`config.mk`:
```
export PLATFORM = sky130hd
export DESIGN_NAME = superio_floppy_pm_config
export DESIGN_NICKNAME = d
export VERILOG_FILES = /design/src/superio_cfg_pkg.sv /design/src/superio_floppy_pm_config.sv
export SDC_FILE = /design/constraint.sdc
export NUM_CORES = 1
export LEC_CHECK = 0
export BUFFER_PORTS_ARGS = -buffer_cell sky130_fd_sc_hd__buf_2
export CORE_UTILIZATION = 39
export CTS_BUF_LIST = sky130_fd_sc_hd__clkbuf_4 sky130_fd_sc_hd__clkbuf_8
export DETAILED_ROUTE_END_ITERATION = 8
export GPL_ROUTABILITY_DRIVEN = 0
export HOLD_SLACK_MARGIN = 0.15
export PLACE_DENSITY = 0.66
export SYNTH_ARGS = -nofsm -noshare
export SYNTH_HDL_FRONTEND = slang
export SYNTH_SLANG_ARGS = --single-unit
```
`constraint.sdc`:
```
create_clock -name hclk -period 2.7 [get_ports hclk]
set_clock_uncertainty 0.2 [all_clocks]
set_input_delay 0.27 -clock hclk [delete_from_list [all_inputs] [get_ports hclk]]
set_output_delay 0.27 -clock hclk [all_outputs]
set_load 0.05 [all_outputs]
```
`src/superio_cfg_pkg.sv`:
```
package superio_cfg_pkg;

	// bus word offsets (byte address = 4 * word index)
	localparam logic [3:0] WORD_CONFIG_CONTROL = 4'h0;
	localparam logic [3:0] WORD_CONFIG_INDEX = 4'h1;
	localparam logic [3:0] WORD_CONFIG_DATA = 4'h2;
	localparam logic [3:0] WORD_AUX_CONTROL = 4'h3;
	localparam logic [3:0] WORD_PORT_CONTROL = 4'h4;
	localparam logic [3:0] WORD_PIN_STATUS = 4'h5;

	// indexed configuration registers
	localparam logic [7:0] IDX_FLOPPY_SETUP = 8'h05;
	localparam logic [7:0] IDX_DRIVE_TYPE_IDS = 8'h06;
	localparam logic [7:0] IDX_POWER_AND_BOOT_DRIVE = 8'h07;
	localparam logic [7:0] IDX_DECODER_LOW_ADDRESS = 8'h08;

	// values after reset
	localparam logic [7:0] FLOPPY_SETUP_RST = 8'h00;
	localparam logic [7:0] DRIVE_TYPE_IDS_RST = 8'hff;
	localparam logic [7:0] POWER_AND_BOOT_DRIVE_RST = 8'h00;
	localparam logic [7:0] DECODER_LOW_ADDRESS_RST = 8'h00;
	localparam logic [7:0] AUX_CONTROL_RST = 8'h00;
	localparam logic [7:0] PORT_CONTROL_RST = 8'h00;

	// writable bits; the others read as zero
	localparam logic [7:0] FLOPPY_SETUP_MASK = 8'h7f;
	localparam logic [7:0] POWER_AND_BOOT_DRIVE_MASK = 8'hf3;
	localparam logic [7:0] DECODER_LOW_ADDRESS_MASK = 8'hf0;

	// floppy_setup fields
	localparam int FS_PUSH_PULL = 0;
	localparam int FS_TRISTATE = 1;
	localparam int FS_NON_BURST = 2;
	localparam int FS_SWAP = 5;
	localparam int FS_EXT_DECODE = 6;

	// power_and_boot_drive fields
	localparam int PB_BOOT_LSB = 0;
	localparam int PB_APD_LSB = 4;

	// aux_control fields
	localparam int AUX_DENSITY_FORCE = 0;
	localparam int AUX_DECODER_MODE_LSB = 1;
	localparam int AUX_MIDI = 3;

	// port_control fields
	localparam int PC_PMODE_LSB = 0;
	localparam int PC_ECR_LSB = 2;

	// parallel port modes and extended control modes
	localparam logic [1:0] PMODE_ECP = 2'h2;
	localparam logic [1:0] PMODE_ECP_EPP = 2'h3;
	localparam logic [2:0] ECR_SPP = 3'h0;
	localparam logic [2:0] ECR_EPP = 3'h4;

	// general address decoder modes
	localparam logic [1:0] DEC_OFF = 2'h0;
	localparam logic [1:0] DEC_ONE_BYTE = 2'h1;
	localparam logic [1:0] DEC_EIGHT_BYTE = 2'h2;

	// serial clock divisors from the 24 MHz input
	localparam logic [3:0] SERIAL_DIV_NORMAL = 4'hd;
	localparam logic [3:0] SERIAL_DIV_MIDI = 4'hc;
	localparam logic [4:0] SERIAL_OVERSAMPLE = 5'h10;

	// requests from the floppy engine, active high
	typedef struct packed {
		logic [1:0] drive_number;
		logic drive_active;
		logic [1:0] motor_on;
		logic density_level;
		logic dma_request;
		logic interrupt_request;
		logic byte_strobe;
		logic fifo_enabled;
	} floppy_engine_t;

	// pin bundle: {second density, motor 1, motor 0, select 1, select 0}
	typedef struct packed {
		logic [4:0] out;
		logic [4:0] oe;
	} floppy_pins_t;

	typedef struct packed {
		logic cfg_state;
		logic [7:0] cfg_index;
		logic [7:0] floppy_setup;
		logic [7:0] drive_type_ids;
		logic [7:0] power_and_boot_drive;
		logic [7:0] decoder_low_address;
		logic [7:0] aux_control;
		logic [7:0] port_control;
		logic wr_pending;
		logic [3:0] word_q;
		logic [31:0] hrdata;
		floppy_pins_t fdd;
		logic [4:0] pp_floppy_out;
		logic floppy_dma_request;
		logic floppy_interrupt_request;
		logic decoder_hit;
		logic epp_select;
		logic spp_select;
	} state_t;

endpackage

```
`src/superio_floppy_pm_config.sv`:
```
`timescale 1ns/100ps

// Contract
// - floppy setup reached at index 05 in config state, resets to 00.
// - setup bit 0 clear gives open-drain floppy outputs, set gives push-pull.
// - setup bit 1 set releases every floppy drive output pin.
// - bits 1 and 0 leave the parallel-port floppy signals untouched.
// - setup bit 2 set pulses dma and interrupt once per byte with fifo.
// - setup bit 5 swaps drive select 0/1 and motor select 0/1.
// - setup bit 6 set gives encoded selects for an external 2-to-4 decoder.
// - setup bit 7 is read-only and reads zero.
// - with outputs driven, force bit holds second density high; tri-state wins.
// - ecp modes drive two units directly; three or four need external decoder.
// - in ecp plus epp mode, extended control mode 100 selects epp.
// - in ecp modes, extended control mode 000 selects standard port.
// - midi enabled divides 24 MHz by 12 then 16 for 125 kbaud.
// - drive type ids at index 06, reset ff, two bits per drive.
// - power and boot register at index 07 in config state, resets to 00.
// - bits 1:0 pick boot drive, bits 3:2 read zero.
// - bits 7:4 enable auto power-down: parallel, uart2, uart1, floppy.
// - decoder low address at index 08, reset 00, bits 7:4 are address.
// - decoder low bits 3:0 ignore writes and read zero.
// - decoder mode: off, one byte, eight or sixteen byte block; needs chip select low.
module superio_floppy_pm_config
	import superio_cfg_pkg::*;
(
	input wire logic hclk, // bus clock, 125 MHz
	input wire logic hresetn, // async reset, active low
	input wire logic hsel, // slave select
	input wire logic [31:0] haddr, // byte address
	input wire logic [1:0] htrans, // transfer type
	input wire logic hwrite, // write when high
	input wire logic [2:0] hsize, // word transfers only
	input wire logic [31:0] hwdata, // write data
	input wire logic hready, // bus ready in
	output logic hreadyout, // never stalls
	output logic hresp, // always okay
	output logic [31:0] hrdata, // read data
	input wire floppy_engine_t engine, // floppy engine requests
	input wire logic [15:0] io_addr, // host i/o address for the decoder
	input wire logic chip_select_n, // decoder qualifier, active low
	output floppy_pins_t floppy_pins, // floppy drive pins, oe low drives
	output logic [4:0] pp_floppy_out, // floppy levels on parallel port pins
	output logic external_four_drive_select, // selects are encoded
	output logic floppy_dma_request, // dma request to host
	output logic floppy_interrupt_request, // interrupt to host
	output logic general_address_decoder, // decoder hit
	output logic [1:0] boot_drive, // boot drive field
	output logic [3:0] auto_powerdown_enable, // {floppy, uart1, uart2, parallel}
	output logic [7:0] drive_type_ids, // two bits per drive
	output logic [3:0] serial_clock_divisor, // first divider from 24 MHz
	output logic [4:0] serial_oversample, // second divider
	output logic epp_select, // parallel port runs epp
	output logic spp_select // parallel port runs standard mode
);

	state_t s;
	state_t next_s;

	// both ecp-capable parallel port modes
	function automatic logic is_ecp_mode(input logic [1:0] pmode);
		return (pmode == PMODE_ECP) || (pmode == PMODE_ECP_EPP);
	endfunction

	// indexed read; unknown index and closed config state read zero
	function automatic logic [7:0] read_indexed(input state_t st);
		logic [7:0] v;
		v = 8'h00;
		if (st.cfg_state) begin
			unique case (st.cfg_index)
				IDX_FLOPPY_SETUP: v = st.floppy_setup & FLOPPY_SETUP_MASK;
				IDX_DRIVE_TYPE_IDS: v = st.drive_type_ids;
				IDX_POWER_AND_BOOT_DRIVE: v = st.power_and_boot_drive & POWER_AND_BOOT_DRIVE_MASK;
				IDX_DECODER_LOW_ADDRESS: v = st.decoder_low_address & DECODER_LOW_ADDRESS_MASK;
				default: v = 8'h00;
			endcase
		end
		return v;
	endfunction

	// word read; unmapped words read zero
	function automatic logic [31:0] read_word(input state_t st, input logic [3:0] w);
		logic [31:0] v;
		v = 32'h0000_0000;
		unique case (w)
			WORD_CONFIG_CONTROL: v = {31'h0000_0000, st.cfg_state};
			WORD_CONFIG_INDEX: v = {24'h00_0000, st.cfg_index};
			WORD_CONFIG_DATA: v = {24'h00_0000, read_indexed(st)};
			WORD_AUX_CONTROL: v = {24'h00_0000, st.aux_control};
			WORD_PORT_CONTROL: v = {24'h00_0000, st.port_control};
			WORD_PIN_STATUS: v = {14'h0000, st.decoder_hit, st.floppy_interrupt_request,
				st.floppy_dma_request, st.pp_floppy_out, st.fdd.oe, st.fdd.out};
			default: v = 32'h0000_0000;
		endcase
		return v;
	endfunction

	// pin level helpers
	logic [1:0] drive_num;
	logic [1:0] motor_on;
	logic [1:0] select_pins;
	logic [4:0] levels;
	logic drive_ok;
	logic [1:0] dec_mode;
	logic dec_match;

	// drive and motor mapping; swap touches only units 0 and 1
	always_comb begin
		drive_num = engine.drive_number;
		motor_on = engine.motor_on;
		if (s.floppy_setup[FS_SWAP]) begin
			if (!engine.drive_number[1])
				drive_num = {1'b0, ~engine.drive_number[0]};
			motor_on = {engine.motor_on[0], engine.motor_on[1]};
		end
		// internal decoder only reaches units 0 and 1
		drive_ok = s.floppy_setup[FS_EXT_DECODE] || !drive_num[1];
		if (s.floppy_setup[FS_EXT_DECODE])
			select_pins = drive_num;
		else if (engine.drive_active && drive_ok)
			select_pins = drive_num[0] ? 2'b01 : 2'b10;
		else
			select_pins = 2'b11;
		// second density forced high when asked; motor and select pins are active low
		levels = {engine.density_level | s.aux_control[AUX_DENSITY_FORCE], ~motor_on, select_pins};
	end

	// general address decoder match
	always_comb begin
		dec_mode = s.aux_control[AUX_DECODER_MODE_LSB +: 2];
		dec_match = io_addr[7:4] == s.decoder_low_address[7:4];
		if (dec_mode == DEC_ONE_BYTE)
			dec_match = dec_match && (io_addr[3:0] == 4'h0);
		else if (dec_mode == DEC_EIGHT_BYTE)
			dec_match = dec_match && !io_addr[3];
		dec_match = dec_match && (dec_mode != DEC_OFF) && !chip_select_n;
	end

	// next state: bus write, address capture, then registered outputs
	always_comb begin
		next_s = s;
		next_s.wr_pending = 1'b0;
		// data phase of a write
		if (s.wr_pending) begin
			unique case (s.word_q)
				WORD_CONFIG_CONTROL: next_s.cfg_state = hwdata[0];
				WORD_CONFIG_INDEX: next_s.cfg_index = hwdata[7:0];
				WORD_AUX_CONTROL: next_s.aux_control = hwdata[7:0];
				WORD_PORT_CONTROL: next_s.port_control = hwdata[7:0];
				WORD_CONFIG_DATA: begin
					// closed config state leaves every register alone
					if (s.cfg_state) begin
						unique case (s.cfg_index)
							IDX_FLOPPY_SETUP: next_s.floppy_setup = hwdata[7:0] & FLOPPY_SETUP_MASK;
							IDX_DRIVE_TYPE_IDS: next_s.drive_type_ids = hwdata[7:0];
							IDX_POWER_AND_BOOT_DRIVE:
								next_s.power_and_boot_drive = hwdata[7:0] & POWER_AND_BOOT_DRIVE_MASK;
							IDX_DECODER_LOW_ADDRESS:
								next_s.decoder_low_address = hwdata[7:0] & DECODER_LOW_ADDRESS_MASK;
							default: next_s.floppy_setup = s.floppy_setup;
						endcase
					end
				end
				default: next_s.cfg_state = s.cfg_state;
			endcase
		end
		// address phase; read data from the updated copy so a write just before is seen
		if (hsel && htrans[1] && hready) begin
			next_s.wr_pending = hwrite;
			next_s.word_q = haddr[5:2];
			if (!hwrite)
				next_s.hrdata = read_word(next_s, haddr[5:2]);
		end
		// floppy pins: tri-state beats everything, then driver type
		for (int i = 0; i < 5; i++) begin
			if (s.floppy_setup[FS_TRISTATE]) begin
				next_s.fdd.out[i] = 1'b1;
				next_s.fdd.oe[i] = 1'b1;
			end else if (s.floppy_setup[FS_PUSH_PULL]) begin
				next_s.fdd.out[i] = levels[i];
				next_s.fdd.oe[i] = 1'b0;
			end else begin
				// open drain only pulls low; high is left to the pull-up
				next_s.fdd.out[i] = levels[i];
				next_s.fdd.oe[i] = levels[i];
			end
		end
		// parallel port copy ignores driver type and tri-state
		next_s.pp_floppy_out = levels;
		// non-burst: one pulse per byte while the fifo runs
		if (s.floppy_setup[FS_NON_BURST] && engine.fifo_enabled) begin
			next_s.floppy_dma_request = engine.byte_strobe;
			next_s.floppy_interrupt_request = engine.byte_strobe;
		end else begin
			next_s.floppy_dma_request = engine.dma_request;
			next_s.floppy_interrupt_request = engine.interrupt_request;
		end
		next_s.decoder_hit = dec_match;
		next_s.epp_select = (s.port_control[PC_PMODE_LSB +: 2] == PMODE_ECP_EPP)
			&& (s.port_control[PC_ECR_LSB +: 3] == ECR_EPP);
		next_s.spp_select = is_ecp_mode(s.port_control[PC_PMODE_LSB +: 2])
			&& (s.port_control[PC_ECR_LSB +: 3] == ECR_SPP);
	end

	// state register; pins come up released
	always_ff @(posedge hclk or negedge hresetn) begin
		if (!hresetn) begin
			s <= '0;
			s.floppy_setup <= FLOPPY_SETUP_RST;
			s.drive_type_ids <= DRIVE_TYPE_IDS_RST;
			s.power_and_boot_drive <= POWER_AND_BOOT_DRIVE_RST;
			s.decoder_low_address <= DECODER_LOW_ADDRESS_RST;
			s.aux_control <= AUX_CONTROL_RST;
			s.port_control <= PORT_CONTROL_RST;
			s.fdd.out <= 5'h1f;
			s.fdd.oe <= 5'h1f;
			s.pp_floppy_out <= 5'h1f;
		end else begin
			s <= next_s;
		end
	end

	// outputs; bus never waits and never errors
	assign hreadyout = 1'b1;
	assign hresp = 1'b0;
	assign hrdata = s.hrdata;
	assign floppy_pins = s.fdd;
	assign pp_floppy_out = s.pp_floppy_out;
	assign external_four_drive_select = s.floppy_setup[FS_EXT_DECODE];
	assign floppy_dma_request = s.floppy_dma_request;
	assign floppy_interrupt_request = s.floppy_interrupt_request;
	assign general_address_decoder = s.decoder_hit;
	assign boot_drive = s.power_and_boot_drive[PB_BOOT_LSB +: 2];
	assign auto_powerdown_enable = s.power_and_boot_drive[PB_APD_LSB +: 4];
	assign drive_type_ids = s.drive_type_ids;
	// midi trades the standard rate for 24 MHz / 12 / 16
	assign serial_clock_divisor = s.aux_control[AUX_MIDI] ? SERIAL_DIV_MIDI : SERIAL_DIV_NORMAL;
	assign serial_oversample = SERIAL_OVERSAMPLE;
	assign epp_select = s.epp_select;
	assign spp_select = s.spp_select;

	// helper: read data phase of the floppy setup register
	logic rd_setup;
	always_ff @(posedge hclk or negedge hresetn) begin
		if (!hresetn)
			rd_setup <= 1'b0;
		else
			rd_setup <= hsel && htrans[1] && hready && !hwrite && haddr[5:2] == WORD_CONFIG_DATA
				&& next_s.cfg_index == IDX_FLOPPY_SETUP;
	end

	reserved_bit_a: assert property (@(posedge hclk) disable iff (!hresetn)
		rd_setup |-> hrdata[7] == 1'b0)
		else $error("floppy setup bit 7 read as one");

	tristate_pins_a: assert property (@(posedge hclk) disable iff (!hresetn)
		s.floppy_setup[FS_TRISTATE] |=> floppy_pins.oe == 5'h1f)
		else $error("floppy pins driven while tri-stated");

	push_pull_a: assert property (@(posedge hclk) disable iff (!hresetn)
		(s.floppy_setup[FS_PUSH_PULL] && !s.floppy_setup[FS_TRISTATE]) |=> floppy_pins.oe == 5'h00)
		else $error("push-pull pin released");

	open_drain_a: assert property (@(posedge hclk) disable iff (!hresetn)
		(!s.floppy_setup[FS_PUSH_PULL] && !s.floppy_setup[FS_TRISTATE])
		|=> (floppy_pins.out & ~floppy_pins.oe) == 5'h00)
		else $error("open-drain pin driven high");

	non_burst_a: assert property (@(posedge hclk) disable iff (!hresetn)
		(s.floppy_setup[FS_NON_BURST] && engine.fifo_enabled)
		|=> floppy_dma_request == $past(engine.byte_strobe) && floppy_interrupt_request == floppy_dma_request)
		else $error("non-burst request not one pulse per byte");

	density_force_a: assert property (@(posedge hclk) disable iff (!hresetn)
		(s.aux_control[AUX_DENSITY_FORCE] && s.floppy_setup[FS_PUSH_PULL] && !s.floppy_setup[FS_TRISTATE])
		|=> floppy_pins.out[4] && !floppy_pins.oe[4])
		else $error("second density not held high");

	decoder_cs_a: assert property (@(posedge hclk) disable iff (!hresetn)
		chip_select_n |=> !general_address_decoder)
		else $error("decoder hit without chip select");

	locked_write_a: assert property (@(posedge hclk) disable iff (!hresetn)
		(s.wr_pending && s.word_q == WORD_CONFIG_DATA && !s.cfg_state)
		|=> $stable(s.floppy_setup) && $stable(s.drive_type_ids) && $stable(s.power_and_boot_drive)
		&& $stable(s.decoder_low_address))
		else $error("config register changed outside config state");

	reserved_low_a: assert property (@(posedge hclk) disable iff (!hresetn)
		s.decoder_low_address[3:0] == 4'h0 && s.power_and_boot_drive[3:2] == 2'h0)
		else $error("reserved configuration bits set");

	epp_select_a: assert property (@(posedge hclk) disable iff (!hresetn)
		(s.port_control[1:0] == PMODE_ECP_EPP && s.port_control[4:2] == ECR_EPP) |=> epp_select ##1 epp_select
		|| !(s.port_control[1:0] == PMODE_ECP_EPP && s.port_control[4:2] == ECR_EPP))
		else $error("epp not selected");

	swap_select_a: assert property (@(posedge hclk) disable iff (!hresetn)
		(s.floppy_setup[FS_SWAP] && s.floppy_setup[FS_PUSH_PULL] && !s.floppy_setup[FS_TRISTATE]
		&& !s.floppy_setup[FS_EXT_DECODE] && engine.drive_active && engine.drive_number == 2'h0
		&& engine.motor_on == 2'h1) |=> floppy_pins.out[3:0] == 4'h5)
		else $error("drive and motor selects not swapped");

	ext_select_a: assert property (@(posedge hclk) disable iff (!hresetn)
		(s.floppy_setup[FS_EXT_DECODE] && s.floppy_setup[FS_PUSH_PULL] && !s.floppy_setup[FS_TRISTATE]
		&& !s.floppy_setup[FS_SWAP]) |=> floppy_pins.out[1:0] == $past(engine.drive_number))
		else $error("encoded drive number not on select pins");

	spp_only_ecp_a: assert property (@(posedge hclk) disable iff (!hresetn)
		!is_ecp_mode(s.port_control[PC_PMODE_LSB +: 2]) |=> !spp_select)
		else $error("standard port selected outside ecp modes");

endmodule

```
==> qor.yml, run 1 <==
synth:
  yosysTopAreaCell: "dfrtp_1"
  ys_top_cells_by_count: "buf_4 (71), dfrtp_1 (70), nand2_1 (55)"
  synth_edf_count: 0
  synth-seq-cells: 93
  yosysWarnings: 0
  synth-seq-area-share_pct: 49.5
  async_flop_share_pct: 100
  synth_area_leaders: "dfrtp_1 (37%), dfstp_2 (13%), buf_4 (11%)"
  ys.flop_type: "dfrtp_1"
  synth_cell_types: 62
  avgSynthCellArea_sq_um: 11.1
  synthMostInstantiatedCell: "buf_4"
  synth_area_sq_um: 4760
  synth_cells: 428
  synth_top_area_share_pct: 36.8
placement:
  pre_cts_ws_ps: 4.18
  port_buffers: 90
  dpl.hpwl_mm: 8.57
final_layout:
  utilization_pct: 47.7
  drive_above_1_share_pct: 40.9
  final_nets: 617
  n_fill_cell: 1096
  antenna_cells: 0
  syn2layout_area_growth_pct: 16.9
sta:
  hold_viol: 0
  rsz0062_at_grt: "false"
  report.final.slew_viol_count: 0
  worst_slack_ps: 117
  fin_setup_tns_ps: 0
  relSlewSlack_pct: 50.6
  worst_pin_slew_ps: 741
  setup_violations: 0
  holdWs_ps: 173
  max_freq_mhz: 387
  post-route-period-util_pct: 95.7
  fin_crit_ps: 2580
die:
  die-area_sq_um: 12700
  ios: 179
  row_count: 39
  fp.coreArea_sq_um: 11700
  die_y_microns: 112
  start_util_pct: 40.8
  die_w_microns: 112
critical_path:
  worst_ep_required_time_ps: 2780
  setup.worst_path.end_class: "flip-flop"
  critPathMaxFanout: 8
  crit_arrival_ps: 2660
  crit_slowest_cell: "or4b_2"
  worstPathCellList: "dlygate4sd3_1 > buf_2 > or4b_2 > nor4_1 > a31oi_1 > buf_4 > o22ai_1 > a221oi_1 > o211ai_1"
  worstSetupPathType: "in -> reg"
  max_stage_delay_ps: 640
  startpoint_type: "input port"
route:
  detail_route.vias_per_cell: 5.22
  remaining_drc_errors: 0
  vias: 3466
  dr.pass1.iters: 5
  wl_per_cell_microns: 17.8
  wl_mm: 11.8
  first_iter_violations: 170
  ant_nets: 0
global_routing:
  grt_pass1_wl_mm: 18.7
  grt_use_total_pct: 19.5
  antenna_found_initial: 0
  grt_max_degree: 59
  grt_pass1_vias: 3554
  grt_remaining_overflow: 0
clock_network:
  clock-sinks: 93
  clk_latency_ps: 370
  tritoncts: "done"
  cts.clk_slew.worst_paths_ps: 100
  cts-root-buf: "clkbuf_8"
  cts.path.max_buffers: 2
  cts-buffers-inserted: 9
  cts_max_level: 3
pwr:
  p_total_mw: 3.32
  p_leak_nw: 2.56
  power_density_nw_per_um2: 597
  vdd_drop_max_uv: 229
run:
  drv_cap: 0
status:
  status: "finished, final reports clean"
min_path:
  hp-class: "in -> reg"
[flip-flops by register name, indices dropped and copies added, names as in the netlist]
name	count
general_address_decoder	1
hrdata	18
boot_drive	2
external_four_drive_select	1
drive_type_ids	8
floppy_pins	10
floppy_dma_request	1
pp_floppy_out	5
auto_powerdown_enable	4
s	38
epp_select	1
dec_mode	2
floppy_interrupt_request	1
spp_select	1
[cell families after synthesis]
family	Yosys count	synth area share, %
AO/OA/AOI/OAI	63	10.0
XOR/XNOR	6	1.10
buffers and inverters	95	13.1
flip-flops	93	49.5
multiplexers	52	12.0
other	2	0.158
AND/OR/NAND/NOR	117	14.1
[layout make-up]
type	instances	area, sq um	area share, %
Clock buffer	11	145	2.61
Clock inverter	5	60.1	1.08
Inverter	14	52.6	0.944
Multi-Input combinational cell	262	1880	33.8
Sequential cell	93	2360	42.3
Tap cell	143	179	3.21
Timing Repair Buffer	136	891	16.0
[power by group]
part	internal, mW	switching, mW
clock	0.468	0.505
sequential	1.54	0.116
combinational	0.235	0.457
[per-layer routing]
metal	part of all wire [%]	GRT usage (%)	vias to the layer above	wire (microns)
met4	2.6	8.27	0	306
li1	-	-	1592	-
met3	5.2	3.67	21	617
met5	0	0	-	0
met2	50	32.8	126	5870
met1	43	24.8	1727	5030
[worst max-delay path, delay by kind of cell]
family                 cells  cell delay (ps)
and+or+nand+nor            2              850
buffers and inverters      3              880
AOI/OAI and AO/OA          4              650
[final timing paths]
path	from	endpoint	slack [ps]	cells after the start
setup / recovery	hwdata[1]	hrdata[6]	120	9
hold / removal	hwdata[0]	boot_drive[0]	170	4
setup reg to reg	s[53]	hrdata[0]	120	6
hold reg to reg	hrdata[16]	hrdata[16]	280	2
max in group asynchronous	hresetn	floppy_pins[7]	1280	3
min in group asynchronous	hresetn	hrdata[14]	290	2
[layout by cell type, fill, tap and decap left out, drive strengths merged, types with 6 or more instances in the layout]
cell         count
buf            109
dfrtp           70
nand2           57
mux2            42
dlygate4sd3     27
conb            24
dfstp           23
inv             15
o21ai           11
clkbuf          11
mux2i           10
nor2            10
a21oi            6
nor4             6
[stage by stage]
step / instance area [sq um] / std cells
after global placement: 5070 / 620
final: 5570 / 664
after detailed placement: 5070 / 620
after CTS: 5550 / 663
after global routing: 5570 / 664
after floorplan: 4840 / 450
[timing repair]
action,in CTS,in global routing
hold endpoints to repair,99,0
hold buffers,27,0
pin swaps,0,1
resized for setup,1,0
setup endpoints to repair,1,3
setup buffers,0,1
Note: power is estimated with default switching activity, not from simulation.
==> run 2: changes to the inputs <==
--- a/config.mk
+++ b/config.mk
@@ -12,6 +12,7 @@
 export GPL_ROUTABILITY_DRIVEN = 0
 export HOLD_SLACK_MARGIN = 0.15
 export PLACE_DENSITY = 0.66
+export RECOVER_POWER = 25
 export SYNTH_ARGS = -nofsm -noshare
 export SYNTH_HDL_FRONTEND = slang
 export SYNTH_SLANG_ARGS = --single-unit
==> run 2 against run 1 <==
First-iteration DRC count is 13% lower. Fmax is 0.89% lower. Wire length is 0.11% higher. Largest cell class unchanged.
==> qor.yml, run 2 (same netlist as run 1, synthesis figures left out) <==
die:
  start_util_pct: 40.8  # unchanged
  row_count: 39  # unchanged
  die-area_sq_um: 12700  # unchanged
  die_y_microns: 112  # unchanged
  fp.coreArea_sq_um: 11700  # unchanged
  ios: 179  # unchanged
  die_w_microns: 112  # unchanged
sta:
  worst_pin_slew_ps: 1450  # +709 ps
  holdWs_ps: 170  # -3.15 ps
  relSlewSlack_pct: 3.32  # -47 points
  fin_setup_tns_ps: 0  # unchanged
  report.final.slew_viol_count: 0  # unchanged
  fin_crit_ps: 2610  # +23.3 ps
  max_freq_mhz: 384  # -0.89%
  hold_viol: 0  # unchanged
  worst_slack_ps: 94.0  # -23.3 ps
  rsz0062_at_grt: "false"
  setup_violations: 0  # unchanged
  post-route-period-util_pct: 96.5  # +0.86 points
final_layout:
  final_nets: 617  # unchanged
  largest_reg_flops: 38  # unchanged
  n_fill_cell: 1098  # +0.18%
  mostFrequentLayoutCells: "buf_2 (86), dfrtp_1 (70), nand2_1 (55)"
  syn2layout_area_growth_pct: 16.8
  multi_input_area_sq_um: 1880  # unchanged
  regMostFlops: "s"
  mostFrequentLayoutCell: "buf_2"
  ff_latch_area_sq_um: 2360  # unchanged
  drive_above_1_share_pct: 40.3  # -0.58 points
  antenna_cells: 0  # unchanged
placement:
  port_buffers: 90  # unchanged
  pre_cts_ws_ps: 4.18  # unchanged
  dpl.hpwl_mm: 8.57  # unchanged
global_routing:
  grt_pass1_wl_mm: 18.7  # unchanged
  grt_pass1_vias: 3554  # unchanged
  grt_max_degree: 59  # unchanged
  antenna_found_initial: 0  # unchanged
  grtUsageMet1_pct: 24.8  # unchanged
  grt_use_total_pct: 19.5  # unchanged
  grt_remaining_overflow: 0  # unchanged
  grtUsageMet3_pct: 3.67  # unchanged
  gr-usage-met2_pct: 32.8  # unchanged
  grt.busiest_layer: "met2"
route:
  wl_mm: 11.8  # +0.11%
  wl_per_cell_microns: 17.8  # +0.11%
  remaining_drc_errors: 0  # unchanged
  vias: 3444  # -0.63%
  first_iter_violations: 148  # -13%
  ant_nets: 0  # unchanged
  detail_route.vias_per_cell: 5.19  # -0.63%
  dr.pass1.iters: 4  # -1
clock_network:
  cts.clk_slew.worst_paths_ps: 100  # about the same
  cts-buffers-inserted: 9  # unchanged
  clock-sinks: 93  # unchanged
  clk_latency_ps: 370  # about the same
  cts_max_level: 3  # unchanged
  cts.path.max_buffers: 2  # unchanged
  cts-root-buf: "clkbuf_8"
  tritoncts: "done"
critical_path:
  worstSetupPathType: "in -> reg"
  crit_slowest_cell: "or4b_2"
  r2r_slack_ps: 110  # about the same
  worst_ep_required_time_ps: 2780  # about the same
  worstPathCellList: "dlygate4sd3_1 > buf_2 > or4b_2 > nor4_1 > a31oi_1 > buf_4 > o22ai_1 > a221oi_1 > o211ai_1"
  max_stage_delay_ps: 630  # about the same
  critPathMaxFanout: 8  # unchanged
  crit_arrival_ps: 2680  # +20 ps
  setup.worst_path.end_class: "flip-flop"
  startpoint_type: "input port"
pwr:
  power_density_nw_per_um2: 598  # about the same
  p_leak_nw: 2.55  # -0.35%
  vdd_drop_max_uv: 229  # -0.12%
status:
  status: "finished, final reports clean"
min_path:
  hp-class: "in -> reg"
run:
  drv_cap: 0  # unchanged
[run 2: cell count changes in the layout (fill, tap and decap cells not counted), sizes merged]
| cell | previous run | this run |
|---|---|---|
| buf | 109 | 105 |
| clkbuf | 11 | 15 |
[run 2: stage by stage]
| step | cell area, sq um | utilization (%) | power [mW] | std cells |
|---|---|---|---|---|
| finish | 5560 | 47.7 | 3.32 | 664 |
| global route | 5560 | 47.7 | 3.46 | 664 |
| CTS | 5550 | 47.5 | 3.33 | 663 |
| detailed placement | 5070 | 43.4 | 2.34 | 620 |
| global placement | 5070 | 43.4 | 2.32 | 620 |
| floorplan | 4840 | - | 2.20 | 450 |
[run 2: power breakdown]
group / internal [mW] / leakage (nW) / switching [mW] / total [mW]
Combinational: 0.234 / 1.35 / 0.458 / 0.693
Clock: 0.468 / 0.103 / 0.506 / 0.973
Sequential: 1.54 / 1.10 / 0.114 / 1.66
[run 2: per-layer routing]
layer | wire (microns) | up-vias
met4 | 289 | 0
met1 | 5140 | 1711
met5 | 0 | -
met3 | 560 | 20
li1 | - | 1593
met2 | 5850 | 120
[run 2: final timing paths]
check,start,to,cells after the start
max in group asynchronous,hresetn,floppy_pins[7],3
max,hwdata[1],hrdata[6],9
min in group asynchronous,hresetn,hrdata[14],2
max reg2reg,s[53],hrdata[0],6
min reg2reg,hrdata[16],hrdata[16],2
min,hwdata[0],boot_drive[0],4
[run 2: worst max-delay path: cells and delay by family]
family                 cells  cell delay [ps]
AND/OR/NAND/NOR            2              860
AO/OA/AOI/OAI              4              660
buffers and inverters      3              890
[run 2: final cells by class]
| type | count | share of cell area [%] |
|---|---|---|
| Clock buffer | 11 | 2.61 |
| Tap cell | 143 | 3.22 |
| Multi-Input combinational cell | 262 | 33.9 |
| Inverter | 14 | 0.945 |
| Timing Repair Buffer | 136 | 15.9 |
| Clock inverter | 5 | 1.08 |
| Sequential cell | 93 | 42.4 |
[run 2: repair_timing]
action,CTS,global route
setup endpoints to repair,1,3
hold buffers,27,0
setup buffers,0,1
gates resized for setup,1,0
hold endpoints to repair,99,0
pin swaps,0,1
==> run 3: changes to the inputs <==
--- a/config.mk
+++ b/config.mk
@@ -7,7 +7,7 @@
 export LEC_CHECK = 0
 export BUFFER_PORTS_ARGS = -buffer_cell sky130_fd_sc_hd__buf_2
 export CORE_UTILIZATION = 39
-export CTS_BUF_LIST = sky130_fd_sc_hd__clkbuf_4 sky130_fd_sc_hd__clkbuf_8
+export CTS_BUF_LIST = sky130_fd_sc_hd__clkbuf_16
 export DETAILED_ROUTE_END_ITERATION = 8
 export GPL_ROUTABILITY_DRIVEN = 0
 export HOLD_SLACK_MARGIN = 0.15
==> run 3 against run 2 <==
Flip-flop and latch count stayed put. Fmax is 0.52% higher. Non-clock buffer count is 1 lower.
==> qor.yml, run 3 (same netlist as run 1, synthesis figures left out) <==
clock_network:
  clk_latency_ps: 340  # -30 ps
  cts.path.max_buffers: 2  # unchanged
  tritoncts: "done"
  cts_max_level: 3  # unchanged
  cts.clk_slew.worst_paths_ps: 70  # -30 ps
  cts-buffers-inserted: 9  # unchanged
  cts-root-buf: "clkbuf_16"
  clock-sinks: 93  # unchanged
global_routing:
  grt.busiest_layer: "met2"
  grt_pass1_wl_mm: 19.0  # +1.7%
  antenna_found_initial: 0  # unchanged
  grt_max_degree: 59  # unchanged
  grtUsageMet1_pct: 25.6  # +0.76 points
  grt_pass1_vias: 3577  # +0.65%
  grtUsageMet3_pct: 2.86  # -0.81 points
  gr-usage-met2_pct: 32.4  # -0.37 points
  grt_use_total_pct: 19.8  # +0.22 points
  grt_remaining_overflow: 0  # unchanged
sta:
  hold_viol: 0  # unchanged
  setup_violations: 0  # unchanged
  worst_pin_slew_ps: 1460  # +10.1 ps
  fin_setup_tns_ps: 0  # unchanged
  relSlewSlack_pct: 2.65  # -0.68 points
  post-route-period-util_pct: 96.0  # -0.50 points
  report.final.slew_viol_count: 0  # unchanged
  rsz0062_at_grt: "false"
  fin_crit_ps: 2590  # -13.5 ps
  max_freq_mhz: 386  # +0.52%
run:
  drv_cap: 0  # unchanged
die:
  row_count: 39  # unchanged
  ios: 179  # unchanged
  die_y_microns: 112  # unchanged
  die-area_sq_um: 12700  # unchanged
  start_util_pct: 40.8  # unchanged
  fp.coreArea_sq_um: 11700  # unchanged
  die_w_microns: 112  # unchanged
min_path:
  hold_end: "auto_powerdown_enable[2]"
  hp-start: "hwdata[6]"
  min_path_cells: 4  # unchanged
  hp-class: "in -> reg"
route:
  wl_mm: 11.9  # +0.55%
  ant_nets: 0  # unchanged
  dr.pass1.iters: 4  # unchanged
  vias: 3461  # +0.49%
  first_iter_violations: 170  # +15%
  detail_route.vias_per_cell: 5.22  # +0.65%
  remaining_drc_errors: 0  # unchanged
  wl_per_cell_microns: 18.0  # +0.70%
final_layout:
  largest_reg_flops: 38  # unchanged
  utilization_pct: 48.4  # +0.71 points
  mostFrequentLayoutCell: "buf_2"
  drive_above_1_share_pct: 40.0  # -0.31 points
  syn2layout_area_growth_pct: 18.5
  final_nets: 616  # -0.16%
  antenna_cells: 0  # unchanged
  mostFrequentLayoutCells: "buf_2 (85), dfrtp_1 (70), nand2_1 (55)"
  regMostFlops: "s"
  n_fill_cell: 1091  # -0.64%
placement:
  port_buffers: 90  # unchanged
  dpl.hpwl_mm: 8.57  # unchanged
status:
  status: "finished, final reports clean"
critical_path:
  crit_arrival_ps: 2640  # -40 ps
  r2r_slack_ps: 130  # +20 ps
  r2r_end: "hrdata[0]"
  worst-r2r-cell-count: 6  # unchanged
  setup.worst_path.end_class: "flip-flop"
  startpoint_type: "input port"
  worst_ep_required_time_ps: 2750  # -30 ps
  critPathMaxFanout: 8  # unchanged
  worstSetupPathType: "in -> reg"
  r2r-start: "s[53]"
pwr:
  vdd_drop_max_uv: 276  # +21%
  power_density_nw_per_um2: 639  # +6.9%
  p_leak_nw: 2.59  # +1.4%
[run 3: layout make-up]
type	count	area (sq um)	share of cell area, %
clock buffer	9	225	3.99
timing repair buffer	135	873	15.5
inverter	14	52.6	0.931
clock inverter	7	67.6	1.20
sequential	93	2360	41.8
tap	143	179	3.17
multi-input combinational	262	1890	33.5
[run 3: how the worst max path moves through the flow]
stage | startpoint | to | slack, ps | cells after the start
6_report | hwdata[1] | hrdata[6] | 110 | 9
2_1_floorplan | s[53] | hrdata[1] | 380 | 7
3_5_place_dp | s[53] | hrdata[0] | 4 | 6
4_1_cts | hwdata[3] | hrdata[0] | 50 | 8
3_3_place_gp | s[53] | hrdata[0] | 40 | 6
5_1_grt | hwdata[1] | hrdata[6] | 20 | 9
[run 3: critical path, cell delays in order]
cell and delay [ps]:
dlygate4sd3_1 530, buf_2 180, or4b_2 640, nor4_1 210, a31oi_1 100, buf_4 170
o22ai_1 270, a221oi_1 100, o211ai_1 180
[run 3: repair_timing]
| action | CTS | global route |
|---|---|---|
| endpoints found under the setup margin | 1 | 5 |
| setup buffers | 0 | 1 |
| hold buffers | 26 | 0 |
| pin swaps | 0 | 1 |
| resized for setup | 1 | 1 |
| hold endpoints to repair | 85 | 0 |
[run 3: through the flow]
stage	hold slack [ps]	setup WS (ps)	cell area (sq um)	std cells	power, mW
3_3_place_gp	172	42.2	5070	620	2.32
2_1_floorplan	-226	383	4840	450	2.20
6_report	155	107	5640	663	3.60
3_5_place_dp	187	4.18	5070	620	2.34
4_1_cts	152	49.7	5620	662	3.62
5_1_grt	171	21.5	5640	663	3.75
[run 3: where the power goes]
group,internal (mW),switching (mW)
sequential,1.55,0.116
combinational,0.234,0.458
clock,0.715,0.536
[run 3: per-layer routing]
layer | share of wire [%] | wire length, microns
met3 | 4.4 | 522
met4 | 3.4 | 408
met2 | 49 | 5870
met5 | 0 | 0
met1 | 43 | 5100
